===== config.mk =====
export PLATFORM = sky130hd
export DESIGN_NAME = rxeif_top
export DESIGN_NICKNAME = d
export VERILOG_FILES = /design/src/design/rxeif_pkg.sv /design/src/design/rxeif_top.sv
export SDC_FILE = /design/constraint.sdc
export NUM_CORES = 1
export LEC_CHECK = 0
export ABC_CLOCK_PERIOD_IN_PS = 12400
export BUFFER_PORTS_ARGS = -buffer_cell sky130_fd_sc_hd__buf_2
export CAP_MARGIN = 20
export CORE_MARGIN = 3
export CORE_UTILIZATION = 50
export CTS_CLUSTER_SIZE = 12
export DETAILED_ROUTE_END_ITERATION = 8
export GPL_TIMING_DRIVEN = 0
export PLACE_DENSITY = 0.77
export SYNTH_ARGS = -nofsm -noshare
export SYNTH_HDL_FRONTEND = slang
export SYNTH_SLANG_ARGS = --single-unit

===== constraint.sdc =====
create_clock -name aclk -period 12.4 [get_ports aclk]
set_input_delay 1.86 -clock aclk [delete_from_list [all_inputs] [get_ports aclk]]
set_output_delay 1.86 -clock aclk [all_outputs]
set_load 0.01 [all_outputs]

===== src/design/rxeif_pkg.sv =====
// rxeif_pkg: shared constants for the receive early-interrupt and flow control block
// assumes an AXI4-Lite register bus with 32-bit data and a 25 MHz core clock
package rxeif_pkg;
  // ==========================================================
  // register map
  localparam logic [7:0] RXEIF_REG_CTRL = 8'h18;
  localparam logic [7:0] RXEIF_REG_STAT = 8'h1C;
  localparam logic [7:0] RXEIF_REG_CFG = 8'h20;
  localparam int RXEIF_ERI_LSB = 0;
  localparam int RXEIF_TH_LSB = 8;
  localparam int RXEIF_XON_BIT = 16;
  localparam int RXEIF_XOFF_BIT = 17;
  localparam int RXEIF_FULL_BIT = 18;
  localparam int RXEIF_PAUSE_BIT = 19;
  localparam int RXEIF_PLOW_BIT = 20;
  localparam logic [7:0] RXEIF_ERI_RST = 8'h00;
  localparam logic [2:0] RXEIF_TH_RST = 3'h0;
  // ==========================================================
  // frame parsing
  localparam logic [15:0] RXEIF_MAX_LEN = 16'h05DC;
  localparam logic [15:0] RXEIF_TYPE_IPX = 16'h8137;
  localparam logic [15:0] RXEIF_TYPE_IP = 16'h0800;
  localparam logic [5:0] RXEIF_TL_HI = 6'h0C;
  localparam logic [5:0] RXEIF_TL_LO = 6'h0D;
  localparam logic [5:0] RXEIF_IPL_HI = 6'h10;
  localparam logic [5:0] RXEIF_IPL_LO = 6'h11;
  localparam logic [5:0] RXEIF_HDR_DONE = 6'h12;
  localparam logic [15:0] RXEIF_HDR_LEN = 16'h000E;
  // ==========================================================
  // flow control thresholds in bytes, and timer
  localparam logic [11:0] RXEIF_TH_BASE = 12'h200;
  localparam logic [11:0] RXEIF_TH_STEP = 12'h100;
  localparam logic [11:0] RXEIF_TH_ONE = 12'h400;
  localparam logic [15:0] RXEIF_TMR_ZERO = 16'h0000;
  typedef enum logic [1:0] {RXEIF_IDLE, RXEIF_HDR, RXEIF_BODY, RXEIF_SKIP} rxeif_st_t;
endpackage


===== src/design/rxeif_top.sv =====
// rxeif_top: early receive interrupt engine and flow control register
// assumes receive bytes arrive as one-cycle strobes and pause events as pulses
`timescale 1ns/1ns
module rxeif_top
  import rxeif_pkg::*;
(
  input wire logic aclk,
  input wire logic aresetn,
  input wire logic clk_en,
  input wire logic [7:0] s_axi_awaddr,
  input wire logic s_axi_awvalid,
  output logic s_axi_awready,
  input wire logic [31:0] s_axi_wdata,
  input wire logic [3:0] s_axi_wstrb,
  input wire logic s_axi_wvalid,
  output logic s_axi_wready,
  output logic [1:0] s_axi_bresp,
  output logic s_axi_bvalid,
  input wire logic s_axi_bready,
  input wire logic [7:0] s_axi_araddr,
  input wire logic s_axi_arvalid,
  output logic s_axi_arready,
  output logic [31:0] s_axi_rdata,
  output logic [1:0] s_axi_rresp,
  output logic s_axi_rvalid,
  input wire logic s_axi_rready,
  input wire logic rx_sof,
  input wire logic rx_byte_vld,
  input wire logic [7:0] rx_byte,
  input wire logic rx_eof,
  input wire logic rx_bad,
  input wire logic rx_overflow,
  input wire logic receive_unit_ready,
  input wire logic descriptor_pause_bit,
  input wire logic pause_rx,
  input wire logic pause_low_rx,
  input wire logic [15:0] pause_value,
  input wire logic pause_tick,
  input wire logic [11:0] fifo_free,
  output logic early_rx_event_flag,
  output logic frame_received_flag,
  output logic inta_n,
  output logic descriptor_reclaim,
  output logic pause_tx_req
);
  // ==========================================================
  // registers
  logic [7:0] eri_r;
  logic [2:0] th_r;
  logic ipx_en_r, ip_en_r, save_bad_r;
  logic xoff_r, plow_r, paused_r, full_r;
  logic [15:0] tmr_r;
  logic er_r, fr_r;
  logic aw_hold_r, w_hold_r;
  logic [7:0] awaddr_r;
  logic [31:0] wdata_r;
  logic [3:0] wstrb_r;
  rxeif_st_t st_r;
  logic [15:0] cnt_r, len_r;
  logic [7:0] hi_r;
  logic fired_r, first_r, armed_r;

  // threshold code to free-byte count; code 0 is the odd one
  function automatic logic [11:0] th_bytes(input logic [2:0] c);
    if (c == 3'h0) begin
      th_bytes = RXEIF_TH_BASE;
    end else begin
      th_bytes = 12'(RXEIF_TH_ONE + 12'(c - 3'h1) * RXEIF_TH_STEP);
    end
  endfunction

  // ==========================================================
  // axi write path: address and data captured in either order
  wire wr_go = aw_hold_r && w_hold_r && !s_axi_bvalid;
  wire wr_ctrl = wr_go && awaddr_r == RXEIF_REG_CTRL;
  wire wr_cfg = wr_go && awaddr_r == RXEIF_REG_CFG;
  wire wr_known = awaddr_r == RXEIF_REG_CTRL || awaddr_r == RXEIF_REG_STAT ||
                  awaddr_r == RXEIF_REG_CFG;
  always_ff @(posedge aclk) begin
    if (!aresetn) begin
      aw_hold_r <= 1'b0;
      w_hold_r <= 1'b0;
      awaddr_r <= 8'h00;
      wdata_r <= 32'h00000000;
      wstrb_r <= 4'h0;
      s_axi_awready <= 1'b0;
      s_axi_wready <= 1'b0;
      s_axi_bvalid <= 1'b0;
      s_axi_bresp <= 2'h0;
    end else if (clk_en) begin
      s_axi_awready <= !aw_hold_r && !s_axi_awready && s_axi_awvalid;
      s_axi_wready <= !w_hold_r && !s_axi_wready && s_axi_wvalid;
      if (s_axi_awvalid && s_axi_awready) begin
        aw_hold_r <= 1'b1;
        awaddr_r <= {s_axi_awaddr[7:2], 2'h0};
      end
      if (s_axi_wvalid && s_axi_wready) begin
        w_hold_r <= 1'b1;
        wdata_r <= s_axi_wdata;
        wstrb_r <= s_axi_wstrb;
      end
      if (wr_go) begin
        s_axi_bvalid <= 1'b1;
        s_axi_bresp <= wr_known ? 2'h0 : 2'h2; // slverr on unmapped
        aw_hold_r <= 1'b0;
        w_hold_r <= 1'b0;
      end else if (s_axi_bvalid && s_axi_bready) begin
        s_axi_bvalid <= 1'b0;
      end
    end
  end

  // ==========================================================
  // software fields: early threshold, fifo threshold, options
  always_ff @(posedge aclk) begin
    if (!aresetn) begin
      eri_r <= RXEIF_ERI_RST;
      th_r <= RXEIF_TH_RST;
      ipx_en_r <= 1'b0;
      ip_en_r <= 1'b0;
      save_bad_r <= 1'b0;
    end else if (clk_en) begin
      if (wr_ctrl && wstrb_r[0]) begin
        eri_r <= wdata_r[7:0];
      end
      if (wr_ctrl && wstrb_r[1]) begin
        th_r <= wdata_r[RXEIF_TH_LSB +: 3];
      end
      if (wr_cfg && wstrb_r[0]) begin
        ipx_en_r <= wdata_r[0];
        ip_en_r <= wdata_r[1];
        save_bad_r <= wdata_r[2];
      end
    end
  end

  // ==========================================================
  // axi read path, one-cycle answer after the address is taken
  wire [31:0] ctrl_rd = {8'h00, 3'h0, plow_r, paused_r, full_r, xoff_r, 1'b0,
                         5'h00, th_r, eri_r};
  always_ff @(posedge aclk) begin
    if (!aresetn) begin
      s_axi_arready <= 1'b0;
      s_axi_rvalid <= 1'b0;
      s_axi_rdata <= 32'h00000000;
      s_axi_rresp <= 2'h0;
    end else if (clk_en) begin
      s_axi_arready <= !s_axi_arready && !s_axi_rvalid && s_axi_arvalid;
      if (s_axi_arvalid && s_axi_arready) begin
        s_axi_rvalid <= 1'b1;
        s_axi_rresp <= 2'h0;
        case ({s_axi_araddr[7:2], 2'h0})
          RXEIF_REG_CTRL: s_axi_rdata <= ctrl_rd;
          RXEIF_REG_STAT: s_axi_rdata <= {30'h0, fr_r, er_r};
          RXEIF_REG_CFG: s_axi_rdata <= {29'h0, save_bad_r, ip_en_r, ipx_en_r};
          default: begin
            s_axi_rdata <= 32'h00000000;
            s_axi_rresp <= 2'h2;
          end
        endcase
      end else if (s_axi_rvalid && s_axi_rready) begin
        s_axi_rvalid <= 1'b0;
      end
    end
  end

  // ==========================================================
  // frame parser: counts bytes, learns length from header
  // lengths are held as byte counts including the 14-byte header, so the
  // remaining-byte test needs no correction at the end of the frame
  wire [15:0] tl_word = {hi_r, rx_byte};
  wire [15:0] ery_bytes = {5'h00, eri_r, 3'h0};
  wire [15:0] remain = (len_r > cnt_r) ? 16'(len_r - cnt_r) : 16'h0000;
  wire early_hit = st_r == RXEIF_BODY && armed_r && !fired_r && eri_r != 8'h00 &&
                   receive_unit_ready && !rx_overflow &&
                   (remain <= ery_bytes || ery_bytes >= len_r);
  wire stat_clr = wr_go && awaddr_r == RXEIF_REG_STAT;
  always_ff @(posedge aclk) begin
    if (!aresetn) begin
      st_r <= RXEIF_IDLE;
      cnt_r <= 16'h0000;
      len_r <= 16'h0000;
      hi_r <= 8'h00;
      fired_r <= 1'b0;
      first_r <= 1'b1;
    end else if (clk_en) begin
      if (eri_r == 8'h00) begin
        first_r <= 1'b1;
      end
      case (st_r)
        RXEIF_IDLE: begin
          if (rx_sof) begin
            cnt_r <= 16'h0000;
            fired_r <= 1'b0;
            // the very first frame after enabling is skipped
            st_r <= (receive_unit_ready && !first_r) ? RXEIF_HDR : RXEIF_SKIP;
            if (eri_r != 8'h00) begin
              first_r <= 1'b0;
            end
          end
        end
        RXEIF_HDR: begin
          if (rx_byte_vld) begin
            cnt_r <= 16'(cnt_r + 16'h0001);
            hi_r <= rx_byte;
            if (cnt_r[5:0] == RXEIF_TL_LO) begin
              if (tl_word != 16'h0000 && tl_word <= RXEIF_MAX_LEN) begin
                len_r <= 16'(tl_word + RXEIF_HDR_LEN);
                st_r <= RXEIF_BODY;
              end else if (!((tl_word == RXEIF_TYPE_IPX && ipx_en_r) ||
                             (tl_word == RXEIF_TYPE_IP && ip_en_r))) begin
                st_r <= RXEIF_SKIP;
              end
            end
            if (cnt_r[5:0] == RXEIF_IPL_LO) begin
              len_r <= 16'(tl_word + RXEIF_HDR_LEN);
              st_r <= RXEIF_BODY;
            end
          end
          if (rx_eof) begin
            st_r <= RXEIF_IDLE;
          end
        end
        RXEIF_BODY: begin
          if (rx_byte_vld) begin
            cnt_r <= 16'(cnt_r + 16'h0001);
          end
          if (early_hit) begin
            fired_r <= 1'b1;
          end
          if (rx_overflow) begin
            st_r <= RXEIF_SKIP;
          end
          if (rx_eof) begin
            st_r <= RXEIF_IDLE;
          end
        end
        RXEIF_SKIP: begin
          if (rx_eof) begin
            st_r <= RXEIF_IDLE;
          end
        end
        default: st_r <= RXEIF_IDLE;
      endcase
    end
  end
  // armed once the length is known; a short frame ends before reaching the mark
  assign armed_r = len_r != 16'h0000;

  // ==========================================================
  // status flags and interrupt; a set wins over a software clear
  always_ff @(posedge aclk) begin
    if (!aresetn) begin
      er_r <= 1'b0;
      fr_r <= 1'b0;
      early_rx_event_flag <= 1'b0;
      frame_received_flag <= 1'b0;
      inta_n <= 1'b1;
      descriptor_reclaim <= 1'b0;
    end else if (clk_en) begin
      if (early_hit) begin
        er_r <= 1'b1;
      end else if (stat_clr && wdata_r[0]) begin
        er_r <= 1'b0;
      end
      // discard mode drops the frame-received report for errored frames
      if (rx_eof && st_r != RXEIF_IDLE && !(rx_bad && !save_bad_r)) begin
        fr_r <= 1'b1;
      end else if (stat_clr && wdata_r[1]) begin
        fr_r <= 1'b0;
      end
      descriptor_reclaim <= rx_eof && rx_bad && !save_bad_r;
      early_rx_event_flag <= er_r;
      frame_received_flag <= fr_r;
      inta_n <= !(er_r || fr_r);
    end
  end

  // ==========================================================
  // flow control state
  wire xon_wr = wr_ctrl && wstrb_r[2] && wdata_r[RXEIF_XON_BIT];
  wire xoff_wr = wr_ctrl && wstrb_r[2] && wdata_r[RXEIF_XOFF_BIT];
  wire fifo_hit = fifo_free <= th_bytes(th_r);
  always_ff @(posedge aclk) begin
    if (!aresetn) begin
      xoff_r <= 1'b0;
      full_r <= 1'b0;
      pause_tx_req <= 1'b0;
    end else if (clk_en) begin
      // a fresh request beats a simultaneous clear
      if (xoff_wr || descriptor_pause_bit) begin
        xoff_r <= 1'b1;
      end else if (xon_wr) begin
        xoff_r <= 1'b0;
      end
      full_r <= xoff_r || fifo_hit;
      pause_tx_req <= xoff_r || fifo_hit;
    end
  end

  // pause timer loaded by received pause frames
  always_ff @(posedge aclk) begin
    if (!aresetn) begin
      tmr_r <= RXEIF_TMR_ZERO;
      paused_r <= 1'b0;
      plow_r <= 1'b0;
    end else if (clk_en) begin
      if ((pause_rx || pause_low_rx) && pause_value != RXEIF_TMR_ZERO) begin
        tmr_r <= pause_value;
        paused_r <= pause_rx;
        plow_r <= pause_low_rx;
      end else if (pause_rx) begin
        plow_r <= 1'b0;
      end else if (pause_tick && tmr_r != RXEIF_TMR_ZERO) begin
        tmr_r <= 16'(tmr_r - 16'h0001);
        if (tmr_r == 16'h0001) begin
          paused_r <= 1'b0;
          plow_r <= 1'b0;
        end
      end
    end
  end
endmodule


## After elaboration in Yosys (flattened, before gate mapping)

Cells that the tools add are included.

| cells by class | value |
|---|---|
| $add $sub $neg | 6 |
| equal/unequal tests | 23 |
| $lt $le $gt $ge | 5 |
| reductions and logical operators | 110 |
| multiplexer cells | 53 |

Operators by type and width:

| cell | number |
|---|---|
| 16-bit two-way mux | 9 |
| 16-bit nonzero test | 4 |
| 21-bit one-hot mux with 3 select lines | 1 |
| 1-bit logical AND | 41 |
| 16-bit one-hot mux with 2 select lines | 1 |
| 2-bit AND reduction | 14 |
| 2-bit nonzero test | 14 |
| 1-bit two-way mux | 26 |
| 2-bit two-way mux | 13 |
| 6-bit by 3-bit == test with 1-bit output (second input constant) | 4 |
| 6-bit by 4-bit == test with 1-bit output (second input constant) | 3 |
| 16-bit by 1-bit adder with 16-bit output (second input constant) | 1 |
| 16-bit by 4-bit adder with 16-bit output (second input constant) | 1 |
| 16-bit by 1-bit == test with 1-bit output (second input constant) | 1 |
| 16-bit by 12-bit == test with 1-bit output (second input constant) | 1 |
| 16-bit == test (second input constant) | 1 |
| 11-bit by 16-bit greater-or-equal comparator with 1-bit output | 1 |
| 16-bit greater-than comparator | 1 |
| 16-bit by 11-bit less-or-equal comparator with 1-bit output | 1 |
| 16-bit by 11-bit less-or-equal comparator with 1-bit output (second input constant) | 1 |
| 16-bit by 1-bit subtractor with 16-bit output (second input constant) | 1 |
| 16-bit subtractor | 1 |
| 1-bit zero test | 13 |
| 11-bit by 12-bit adder with 12-bit output (first input constant) | 1 |
| other kinds (25) | 42 |

| word-level totals | value |
|---|---|
| register bits after elaboration | 154 |
| output and inout bits | 46 |
| word-level logic and storage cells | 232 |
| bits of input ports | 106 |

## Depth between registers and ports, before layout

Gate-level depths: netlist of run 1.

| depth | value |
|---|---|
| depth in word-level cells | 10 |
| mapped depth | 19 |
| gate-level depth less buffers | 19 |

## Least setup slack after synthesis of run 1

No wires, ideal clock.

| path | value |
|---|---|
| path type | reg-to-reg |
| start | register cnt_r[0] |
| end | register fired_r |
| data arrival time | 3926 ps |
| required time | 12326 ps |
| cell stages (with the launch flop) | 18 |
| period minus slack after synthesis | 4000 ps |
| buffers on the path | 0 |
| setup time | 74 ps |
| slack | 8400 ps |
| cell sequence | dfxtp_1 ha_1 inv_1 fa_1 a21oi_2 o211ai_1 a2111oi_2 o31ai_1 nand2_1 nor2_1 ha_1 a2111o_1 o22a_1 o31ai_1 o32ai_1 a2111oi_4 nand3_1 a31oi_1 |

| on the way | value |
|---|---|
| cells in the longest elaborated chain, start to end | 7 |
| elaborated cells on any way between the ends | 8 |
| those cells by class | add/sub: 1; order compare: 2; eq/ne: 1; mux: 1; reduce/logical: 3 |

Ends and longest elaborated chain:

| item | line | source |
|---|---|---|
| from (decl) | rxeif_top.sv:59 | `logic [15:0] cnt_r, len_r;` |
| from (signal assigned) | rxeif_top.sv:204 | `cnt_r <= 16'(cnt_r + 16'h0001);` |
| from (signal assigned) | rxeif_top.sv:226 | `cnt_r <= 16'(cnt_r + 16'h0001);` |
| 16-bit subtractor or 16-bit greater-than comparator (tied branches) | rxeif_top.sv:173 | `wire [15:0] remain = (len_r > cnt_r) ? 16'(len_r - cnt_r) : 16'h0000;` |
| 16-bit two-way mux (*) | rxeif_top.sv:173 |  |
| 16-bit by 11-bit less-or-equal comparator with 1-bit output (*) | rxeif_top.sv:176 | `(remain <= ery_bytes \|\| ery_bytes >= len_r);` |
| 1-bit logical OR (*) | rxeif_top.sv:176 |  |
| 1-bit logical AND (*) | rxeif_top.sv:175 | `receive_unit_ready && !rx_overflow &&` |
| 2-bit != test (no source line) (*) | n/a |  |
| 4-bit AND reduction (no source line) (*) | n/a |  |
| to (signal assigned) | rxeif_top.sv:184 | `fired_r <= 1'b0;` |
| to (signal assigned) | rxeif_top.sv:194 | `fired_r <= 1'b0;` |
| to (signal assigned) | rxeif_top.sv:229 | `fired_r <= 1'b1;` |
| to (decl) | rxeif_top.sv:61 | `logic fired_r, first_r, armed_r;` |

Mark *: on every way between the ends. The rest lies on a longest branch, timed or not.
A chain may end at the register's enable or synchronous reset.

## Worst setup path after layout of run 1

Ends and elaborated chain as after synthesis.

==> metrics.yaml, run 1 <==
placement:
  portBuffers: 107
  gp_congestion: 0.9476
  dp_hpwl_mm: 17.00
  placed_area_mm2: 0.008601
  dp_slack_ns: 7.597
timing:
  max_freq_ghz: 0.2046
  setup_tns_ns: 0
  final_hold_viol_count: 0
  worst_pin_slew_ns: 0.9494
  setup_ws_ns: 7.512
  slew_headroom: 0.3612
  fin_crit_ns: 4.888
  fin_worst_skew_ns: 0.01282
  rsz0062_at_grt: "false"
  setup_viol: 0
  slew_violations: 0
  post-route-period-util: 0.3942
pwr:
  peakVddDrop_mv: 0.1004
  switching_power_mw: 0.2771
  leakage_nw: 3.795
  seqPwrFrac: 0.419
  p_int_mw: 0.7682
  switching_share: 0.2651
  combPwrFrac: 0.127
  p_per_area_mw_per_mm2: 114.1
  clkPwrFrac: 0.454
global_routing:
  grt_pass1_vias: 7090
  grt_max_degree: 17
  grt.overflow.total: 0
  antenna_found_initial: 0
  grt_pass1_wl_mm: 34.96
  grt_use_total: 0.2585
status:
  status: "finished, final reports clean"
route:
  wl_per_cell_um: 16.47
  detail_route.iter0.violations: 580
  num_vias: 7779
  dr.pass1.iters: 6
  viasPerCell: 5.784
  drc: 0
  ant_nets: 0
  routed_wl_mm: 22.15
yosys:
  syn_area_mm2: 0.007767
  yosysMostFrequentCell: "nor2_1"
  yosys_warnings: 0
  synthTopCellsByArea: "dfxtp_1, ha_1, nor2_1, a21oi_1, nand2_1"
  synthCells: 1005
  ys_types: 76
  synthFlopType: "dfxtp_1"
  synth-edff-count: 0
  yosysSeqAreaShare: 0.3351
  synth_top_cell_area_share: 0.3351
  syn_area_per_cell_um2: 7.729
  synth_commonest_cells: "nor2_1, dfxtp_1, nand2_1"
  synth_seq_cells: 130
  async_reset_ff_frac: 0
  yosysTopAreaCell: "dfxtp_1"
critical_path:
  cp_data_required_time_ns: 12.74
  worstPathMaxFanout: 7
  cp.depth: 16
  reg2reg_depth: 16
  slowest_stage: "a2111oi_2"
  crit_family: "compound AO/OA/AOI/OAI gates"
  cp-end-kind: "register"
  crit_buf_inv: 1
  cp_cell_sequence: "ha_1, inv_1, fa_1, a21oi_2, o211ai_1, a2111oi_2, o31ai_1, nand2_1, nor2_1, ha_1, a2111o_1, o31ai_1, o32ai_1, a2111oi_4, nand3_1, a31oi_1"
  cpPeakStageDelay_ns: 0.57
  worst_ep_arrival_time_ns: 5.23
  start_kind: "register"
  path_class: "reg2reg"
clock_tree:
  worstSkewPairLatency_ns: 0.42
  cts_buffer_depth: 2
  cts.sinks: 130
  htreeDepth: 4
  cts.clk_slew.worst_paths_ns: 0.06
  root_buffer: "clkbuf_16"
  cts_resized: 0
  hold_buffers: 0
  cts_setup_buffers: 0
  cts_tree: "yes"
  numCtsBuffers: 17
hold_path:
  hold_path_class: "reg2reg"
  hold_depth: 2
finish:
  fin_nets: 1303
  final-seq-area_mm2: 0.002603
  nFillCells: 1378
  drive_above_1_share: 0.1568
  multi_input_area_mm2: 0.004726
  antennaDiodeCount: 0
  syn_to_final_growth_pct: 17.96
  design_area_mm2: 0.009163
flow_run:
  max_cap_violations: 0
floorplan:
  die_h_um: 130.6
  rows: 44
  fp.dieArea_mm2: 0.01707
  start_util: 0.5226
  num_io_pins: 152
  dieWidth_um: 130.6
  core_mm2: 0.01486
-- power groups by stage --
stage	logic (mW)	registers [mW]	clock network [mW]
5_1_grt	0.145	0.439	0.498
3_3_place_gp	0.128	0.446	0
3_5_place_dp	0.129	0.447	0
4_1_cts	0.130	0.438	0.478
6_report	0.132	0.438	0.475
2_1_floorplan	0.0875	0.445	0
-- worst min-delay path: cells and delay by family (launching register included) --
kind	cells	cell delay (ns)
and+or+nand+nor	1	0.05
AOI/OAI and AO/OA	1	0.05
DFF	1	0.31
-- flip-flops by register name, summed over array words and instances, names as in the netlist, 6 cells and up --
name	count
awaddr_r	6
cnt_r	16
eri_r	8
hi_r	8
len_r	16
s_axi_rdata	15
tmr_r	16
wdata_r	13
-- cells in the final DEF, fill, tap and decap left out, drive strengths merged, types with 6 or more instances in the layout --
cell type	Yosys	layout
a22oi	15	15
mux2i	23	23
o31ai	6	6
nand4	14	14
nor2	131	131
ha	47	47
and3	9	9
xnor2	27	27
dfxtp	130	130
inv	58	61
nand3	46	46
clkbuf	32	53
xor2	8	8
buf	24	131
nor2b	7	7
conb	1	19
o21ai	39	39
a211oi	21	21
a31oi	8	8
and2	6	6
a21oi	102	102
a21o	8	8
nor4	19	19
nor3	24	24
nand2	118	118
nand2b	10	10
-- path summary, 6_finish.rpt --
check                                 start          end  slack [ns]
worst max-delay path               cnt_r[0]      fired_r        7.51
worst min-delay path            wdata_r[16]  wdata_r[16]        0.46
worst max register to register     cnt_r[0]      fired_r        7.51
worst min register to register  wdata_r[16]  wdata_r[16]        0.46
-- metrics by stage --
stage               instances  utilization  hold slack, ns  total power [mW]
CTS                      1345       0.6164          0.4585             1.046
floorplan                1023            -          0.4286            0.5321
detailed placement       1314       0.5786          0.4502            0.5757
global placement         1314       0.5786          0.4422            0.5741
finish                   1345       0.6164          0.4593             1.045
global route             1345       0.6164          0.4851             1.082
-- cell families after synthesis --
| family | after synthesis | synth area share |
|---|---|---|
| buffers and inverters | 114 | 0.06524 |
| xor gates and xnor gates | 35 | 0.03947 |
| muxes | 24 | 0.03109 |
| other | 1 | 0.0004828 |
| adders and majority gates | 48 | 0.07829 |
| AOI/OAI and AO/OA | 239 | 0.1989 |
| DFF | 130 | 0.3351 |
| and+or+nand+nor | 414 | 0.2515 |
-- cell type report --
type                    instances  share of cell area
multi-input cells             779              0.5158
flip-flops and latches        130              0.2840
repair buffers                107             0.05845
clock buffers                  21             0.05025
plain buffers                  56             0.03154
well taps                     184             0.02513
inverters                      58             0.02376
clock inverters                10             0.01106
-- layer usage --
metal,share of wire,track usage,vias up
met5,0,0,-
met4,0.033,0.09498,0
met3,0.071,0.06057,49
met2,0.47,0.4311,318
met1,0.43,0.3267,3587
li1,-,-,3825
Note: power is estimated with default switching activity, not from simulation.
==> run 2: changes to the inputs <==
--- a/config.mk
+++ b/config.mk
@@ -5,7 +5,7 @@
 export SDC_FILE = /design/constraint.sdc
 export NUM_CORES = 1
 export LEC_CHECK = 0
-export ABC_CLOCK_PERIOD_IN_PS = 12400
+export ABC_CLOCK_PERIOD_IN_PS = 4700
 export BUFFER_PORTS_ARGS = -buffer_cell sky130_fd_sc_hd__buf_2
 export CAP_MARGIN = 20
 export CORE_MARGIN = 3
==> constraint.sdc (replaced) <==
create_clock -name aclk -period 4.7 [get_ports aclk]
set_input_delay 0.705 -clock aclk [delete_from_list [all_inputs] [get_ports aclk]]
set_output_delay 0.705 -clock aclk [all_outputs]
set_load 0.01 [all_outputs]
==> run 2 against run 1 <==
Total power rose to 2.6 times the previous value. Die area stayed put. Clock power grew to 2.6 times the previous value. Routed wire length rose by 0.34%. Utilization rose by 0.20 points. Count of clock-buffer cells in the layout unchanged. Largest power group unchanged. Critical path depth is 2 higher. Global-route usage barely moved. Clock skew grew 0.0028 ns. Non-clock buffer count did not move. Highest routed layer unchanged. Critical endpoint unchanged. Design area rose by 0.33%.
==> metrics.yaml, run 2 (same netlist as run 1, synthesis figures left out) <==
status:
  status: "finished, final reports clean"
timing:
  max_freq_ghz: 0.2248  # +9.9%
  slew_headroom: 0.3750  # +0.01378
  slew_violations: 0  # unchanged
  post-route-period-util: 0.9467  # +0.5524
  final_hold_viol_count: 0  # unchanged
  fin_worst_skew_ns: 0.01564  # +0.002823 ns
  fin_crit_ns: 4.449  # -0.4391 ns
  rsz0062_at_grt: "false"
  setup_viol: 0  # unchanged
  setup_tns_ns: 0  # unchanged
  worst_pin_slew_ns: 0.9289  # -0.02048 ns
critical_path:
  cp-end-kind: "register"
  worst_ep_arrival_time_ns: 4.79  # -0.44 ns
  worstPathMaxFanout: 7  # unchanged
  start_kind: "register"
  path_class: "reg2reg"
  cp_data_required_time_ns: 5.04  # -7.70 ns
hold_path:
  hold_path_class: "reg2reg"
clock_tree:
  root_buffer: "clkbuf_16"
  cts.sinks: 130  # unchanged
  worstSkewPairLatency_ns: 0.42  # about the same
  hold_buffers: 0  # unchanged
  htreeDepth: 4  # unchanged
  cts_tree: "yes"
  numCtsBuffers: 17  # unchanged
  cts.clk_slew.worst_paths_ns: 0.06  # about the same
  cts_buffer_depth: 2  # unchanged
floorplan:
  die_h_um: 130.6  # unchanged
  dieWidth_um: 130.6  # unchanged
  num_io_pins: 152  # unchanged
  rows: 44  # unchanged
  core_mm2: 0.01486  # unchanged
  start_util: 0.5226  # unchanged
  fp.dieArea_mm2: 0.01707  # unchanged
route:
  routed_wl_mm: 22.22  # +0.34%
  num_vias: 7814  # +0.45%
  detail_route.iter0.violations: 592  # +2.1%
  drc: 0  # unchanged
  wl_per_cell_um: 16.52  # +0.34%
  dr.pass1.iters: 5  # -1
  ant_nets: 0  # unchanged
  viasPerCell: 5.810  # +0.45%
finish:
  nFillCells: 1374  # -0.29%
  final_common_cell: "nor2_1"
  syn_to_final_growth_pct: 18.35
  fin_nets: 1303  # unchanged
  top_regs: "cnt_r x16, len_r x16, tmr_r x16"
  antennaDiodeCount: 0  # unchanged
  layout_common_cells: "nor2_1, dfxtp_1, nand2_1, buf_2, a21oi_1"
  drive_above_1_share: 0.1611  # +0.004307
placement:
  gp_congestion: 0.9476  # unchanged
  portBuffers: 107  # unchanged
  dp_hpwl_mm: 17.00  # unchanged
pwr:
  switching_power_mw: 0.7336  # +160%
  combPwrFrac: 0.128  # about the same
  p_int_mw: 2.029  # +160%
  clkPwrFrac: 0.454  # about the same
  seqPwrFrac: 0.418  # about the same
  switching_share: 0.2655  # +0.0004144
  finalPower_mw: 2.763  # +160%
  leakage_nw: 3.804  # +0.25%
  peakVddDrop_mv: 0.2650  # +160%
  p_per_area_mw_per_mm2: 300.6  # +160%
global_routing:
  grt_pass1_wl_mm: 34.98  # about the same
  grt_use_total: 0.2586  # about the same
  grt_pass1_vias: 7082  # -0.11%
  grt.overflow.total: 0  # unchanged
  antenna_found_initial: 0  # unchanged
  grt_max_degree: 17  # unchanged
flow_run:
  max_cap_violations: 0  # unchanged
==> run 2: metal layers <==
| metal | up-vias | global-route usage | wire length, um |
|---|---|---|---|
| met2 | 295 | 0.4314 | 10380 |
| met3 | 52 | 0.06057 | 1530 |
| met4 | 0 | 0.09377 | 747 |
| li1 | 3822 | - | - |
| met5 | - | 0 | 0 |
| met1 | 3645 | 0.3272 | 9564 |
==> run 2: stage by stage <==
step | util | cell area (um2) | hold slack (ns) | instances | setup WS (ns)
3_5_place_dp | 0.5786 | 8601 | 0.4502 | 1314 | -0.1034
4_1_cts | 0.6176 | 9180 | 0.4585 | 1345 | 0.03871
2_1_floorplan | - | 7835 | 0.4286 | 1023 | 0.6995
6_report | 0.6184 | 9193 | 0.4618 | 1345 | 0.2507
3_3_place_gp | 0.5786 | 8601 | 0.4422 | 1314 | -0.04782
5_1_grt | 0.6184 | 9193 | 0.4851 | 1345 | 0.01353
==> run 2: what timing repair did <==
item                                    CTS  global route
endpoints found under the setup margin    2             2
setup buffers                             0             1
pin swaps                                 0             2
gates resized for setup                   2             3
==> run 2: worst max-delay path, stage by stage, from the launching register on <==
cell	delay (ns)
dfxtp_1	0.41
inv_1	0.07
ha_1	0.18
inv_1	0.06
fa_1	0.22
a21oi_2	0.09
o211ai_1	0.38
a2111oi_4	0.13
buf_4	0.18
o31ai_2	0.39
nand2_2	0.16
nor2_1	0.15
ha_1	0.26
a2111o_1	0.45
o31ai_2	0.30
o32ai_1	0.20
a2111oi_4	0.36
nand3_1	0.19
a31oi_1	0.19
==> run 2: final timing paths <==
path                           start                  to  slack (ns)  depth (start not counted)
setup / recovery            len_r[0]             fired_r        0.25                         18
setup reg to reg            len_r[0]             fired_r        0.25                         18
hold reg to reg   descriptor_reclaim  descriptor_reclaim        0.46                          2
hold / removal    descriptor_reclaim  descriptor_reclaim        0.46                          2
==> run 2: final cells by class <==
| class | count | area (um2) | share of cell area |
|---|---|---|---|
| repair buffers | 108 | 543.0 | 0.05907 |
| plain buffers | 55 | 285.3 | 0.03103 |
| flip-flops and latches | 130 | 2604 | 0.2832 |
| clock buffers | 21 | 460.4 | 0.05009 |
| well taps | 184 | 230.2 | 0.02504 |
| inverters | 58 | 217.7 | 0.02368 |
| multi-input cells | 779 | 4751 | 0.5168 |
| clock inverters | 10 | 101.3 | 0.01102 |
==> run 2: power groups by stage <==
stage,registers [mW],clock network [mW],logic [mW]
6_report,1.16,1.25,0.352
3_5_place_dp,1.18,0,0.341
4_1_cts,1.15,1.26,0.345
5_1_grt,1.16,1.31,0.386
3_3_place_gp,1.18,0,0.337
2_1_floorplan,1.17,0,0.231
==> run 3: changes to the inputs <==
--- a/config.mk
+++ b/config.mk
@@ -5,6 +5,7 @@
 export SDC_FILE = /design/constraint.sdc
 export NUM_CORES = 1
 export LEC_CHECK = 0
+export ABC_AREA = 1
 export ABC_CLOCK_PERIOD_IN_PS = 4700
 export BUFFER_PORTS_ARGS = -buffer_cell sky130_fd_sc_hd__buf_2
 export CAP_MARGIN = 20
@@ -13,7 +14,7 @@
 export CTS_CLUSTER_SIZE = 12
 export DETAILED_ROUTE_END_ITERATION = 8
 export GPL_TIMING_DRIVEN = 0
-export PLACE_DENSITY = 0.77
+export PLACE_DENSITY = 0.7
 export SYNTH_ARGS = -nofsm -noshare
 export SYNTH_HDL_FRONTEND = slang
 export SYNTH_SLANG_ARGS = --single-unit
==> run 3 against run 2 <==
Clock skew decreased by 0.0070 ns. Worst hold slack got worse by 0.0040 ns. Synthesized cell count increased by 13%. Via count increased by 2.2%. Total power increased by 5.3%. Cell count increased by 12%. Global-route usage increased by 0.71 points. Combinational power increased by 6.0%. Largest power group unchanged. Utilization decreased by 0.79 points. Critical path depth increased by 2. Critical path type unchanged. Sequential share of layout area decreased by 0.39 points.
==> metrics.yaml, run 3 <==
yosys:
  synthCells: 1136  # +13%
  yosys_warnings: 0  # unchanged
  async_reset_ff_frac: 0  # unchanged
  synth_top_cell_area_share: 0.3321  # -0.002942
  yosysMostFrequentCell: "nand2_1"
  syn_area_mm2: 0.007836  # +0.89%
  ys_types: 53  # -30%
  synth-edff-count: 0  # unchanged
  yosysSeqAreaShare: 0.3321  # -0.002942
  synthFlopType: "dfxtp_1"
  synthTopCellsByArea: "dfxtp_1, nand2_1, a21oi_1, ha_1, inv_1"
  synth_seq_cells: 130  # unchanged
  yosysTopAreaCell: "dfxtp_1"
  synth_commonest_cells: "nand2_1, inv_1, a21oi_1"
  syn_area_per_cell_um2: 6.898  # -11%
floorplan:
  fp.dieArea_mm2: 0.01721  # +0.84%
  die_h_um: 131.2  # +0.42%
  rows: 45  # +2.3%
  num_io_pins: 152  # unchanged
  start_util: 0.5136  # -0.008988
  dieWidth_um: 131.2  # +0.42%
  core_mm2: 0.01526  # +2.7%
placement:
  gp_congestion: 0.9480  # about the same
  placed_cells: 1472  # +12%
  dp_hpwl_mm: 17.99  # +5.8%
  portBuffers: 107  # unchanged
  placed_area_mm2: 0.008703  # +1.2%
route:
  detail_route.iter0.violations: 529  # -11%
  dr.pass1.iters: 5  # unchanged
  ant_nets: 0  # unchanged
  routed_wl_mm: 22.92  # +3.1%
  wl_per_cell_um: 15.24  # -7.8%
  num_vias: 7989  # +2.2%
  viasPerCell: 5.312  # -8.6%
  drc: 0  # unchanged
hold_path:
  hold_path_class: "reg2reg"
  hold_depth: 2  # unchanged
critical_path:
  start_kind: "register"
  reg2reg_depth: 20  # +2
  cp_data_required_time_ns: 5.04  # about the same
  cp-end-kind: "register"
  worst_ep_arrival_time_ns: 3.96  # -0.83 ns
  path_class: "reg2reg"
  r2r_slack_ns: 1.09  # +0.83 ns
  worstPathMaxFanout: 7  # unchanged
status:
  status: "finished, final reports clean"
clock_tree:
  htreeDepth: 4  # unchanged
  cts.clk_slew.worst_paths_ns: 0.06  # about the same
  worstSkewPairLatency_ns: 0.42  # about the same
  cts_tree: "yes"
  cts.sinks: 130  # unchanged
  numCtsBuffers: 17  # unchanged
  cts_buffer_depth: 2  # unchanged
  root_buffer: "clkbuf_16"
  hold_buffers: 0  # unchanged
  cts_resized: 0  # -2
  cts_setup_buffers: 0  # unchanged
timing:
  max_freq_ghz: 0.2767  # +23%
  rsz0062_at_grt: "false"
  slew_headroom: 0.3907  # +0.01574
  setup_tns_ns: 0  # unchanged
  worst_pin_slew_ns: 0.9043  # -0.02460 ns
  fin_worst_skew_ns: 0.008677  # -0.006964 ns
  final_hold_viol_count: 0  # unchanged
  setup_viol: 0  # unchanged
  fin_crit_ns: 3.614  # -0.8349 ns
  post-route-period-util: 0.7690  # -0.1776
  slew_violations: 0  # unchanged
finish:
  antennaDiodeCount: 0  # unchanged
  design_area_mm2: 0.009315  # +1.3%
  nFillCells: 1468  # +6.8%
  top_regs: "cnt_r x16, len_r x16, tmr_r x16"
  final_common_cell: "nand2_1"
  syn_to_final_growth_pct: 18.87
  layout_common_cells: "nand2_1, inv_1, a21oi_1, dfxtp_1, buf_2"
  drive_above_1_share: 0.1500  # -0.01103
  fin_nets: 1434  # +10%
  fin_cells: 1504  # +12%
global_routing:
  met2_usage: 0.4251  # -0.006287
  grt_max_degree: 17  # unchanged
  met3_usage: 0.05245  # -0.008119
  antenna_found_initial: 0  # unchanged
  grt_use_total: 0.2657  # +0.007054
  grt_busiest_layer: "met2"
  use_met1: 0.3666  # +0.03942
  grt_pass1_vias: 7457  # +5.3%
  grt_pass1_wl_mm: 37.16  # +6.3%
  grt.overflow.total: 0  # unchanged
pwr:
  finalPower_mw: 2.910  # +5.3%
  leakage_nw: 4.165  # +9.5%
  peakVddDrop_mv: 0.2884  # +8.8%
  p_per_area_mw_per_mm2: 312.4  # +3.9%
flow_run:
  max_cap_violations: 0  # unchanged
==> run 3: changes by cell type after synthesis, sizes merged, moves of 10 or more <==
cell,before,now
a211oi,21,10
a21oi,102,133
a22oi,15,0
inv,58,156
mux2i,23,0
nand2,118,215
nand2b,10,0
nand3,46,60
nor2,131,92
o21ai,39,108
xnor2,27,8
xor2,8,20
==> run 3: path summary, 6_finish.rpt <==
path,startpoint,to
worst max-delay path,cnt_r[4],er_r
worst min-delay path,cnt_r[13],cnt_r[14]
worst max register to register,cnt_r[4],er_r
worst min register to register,cnt_r[13],cnt_r[14]
==> run 3: kinds of logic after synthesis <==
| family | share of synthesized area |
|---|---|
| buffers and inverters | 0.1127 |
| xor gates and xnor gates | 0.03130 |
| and+or+nand+nor | 0.2465 |
| adders and majority gates | 0.07760 |
| AOI/OAI and AO/OA | 0.1993 |
| DFF | 0.3321 |
| other | 0.0004785 |
==> run 3: critical path, stage by stage (launching register included) <==
cell and delay (ns):
dfxtp_1 0.41, inv_1 0.12, ha_1 0.36, nand2_1 0.09, nor2_1 0.20, nand3_1 0.13
nand3_1 0.11, nand2_1 0.07, a21boi_0 0.32, inv_1 0.19, nor2_1 0.14, ha_1 0.25
a21oi_1 0.15, o21ai_0 0.10, o21ai_0 0.16, a21oi_1 0.08, o21ai_0 0.14, nand2_1 0.07
nand2_1 0.10, nand3_1 0.16, a21oi_1 0.18
==> run 3: through the flow <==
stage / setup WS, ns / hold WS (ns) / util
after CTS: 1.070 / 0.4576 / 0.6105
after global placement: 1.122 / 0.4430 / 0.5704
after global routing: 0.4800 / 0.4766 / 0.6105
after detailed placement: 1.134 / 0.4484 / 0.5704
final: 1.086 / 0.4578 / 0.6105
after floorplan: 1.812 / 0.4284 / -
==> run 3: area by class of cell <==
class,instances,area (um2),share of cell area
multi-input combinational,815,4418,0.4743
sequential,130,2603,0.2794
inverter,157,591.8,0.06353
timing repair buffer,107,535.5,0.05749
clock buffer,21,460.4,0.04943
buffer,52,291.5,0.03130
tap,211,264.0,0.02834
clock inverter,11,151.4,0.01625
==> run 3: routing by layer <==
| layer | wire length [um] | part of all wire | vias to the layer above |
|---|---|---|---|
| li1 | - | - | 4035 |
| met1 | 10550 | 0.46 | 3638 |
| met2 | 10320 | 0.45 | 281 |
| met3 | 1643 | 0.072 | 35 |
| met4 | 410 | 0.018 | 0 |
| met5 | 0 | 0 | - |
==> run 3: where the power goes <==
part           internal [mW]  switching (mW)
sequential              1.14          0.0286
combinational          0.137           0.236
clock                  0.866           0.506
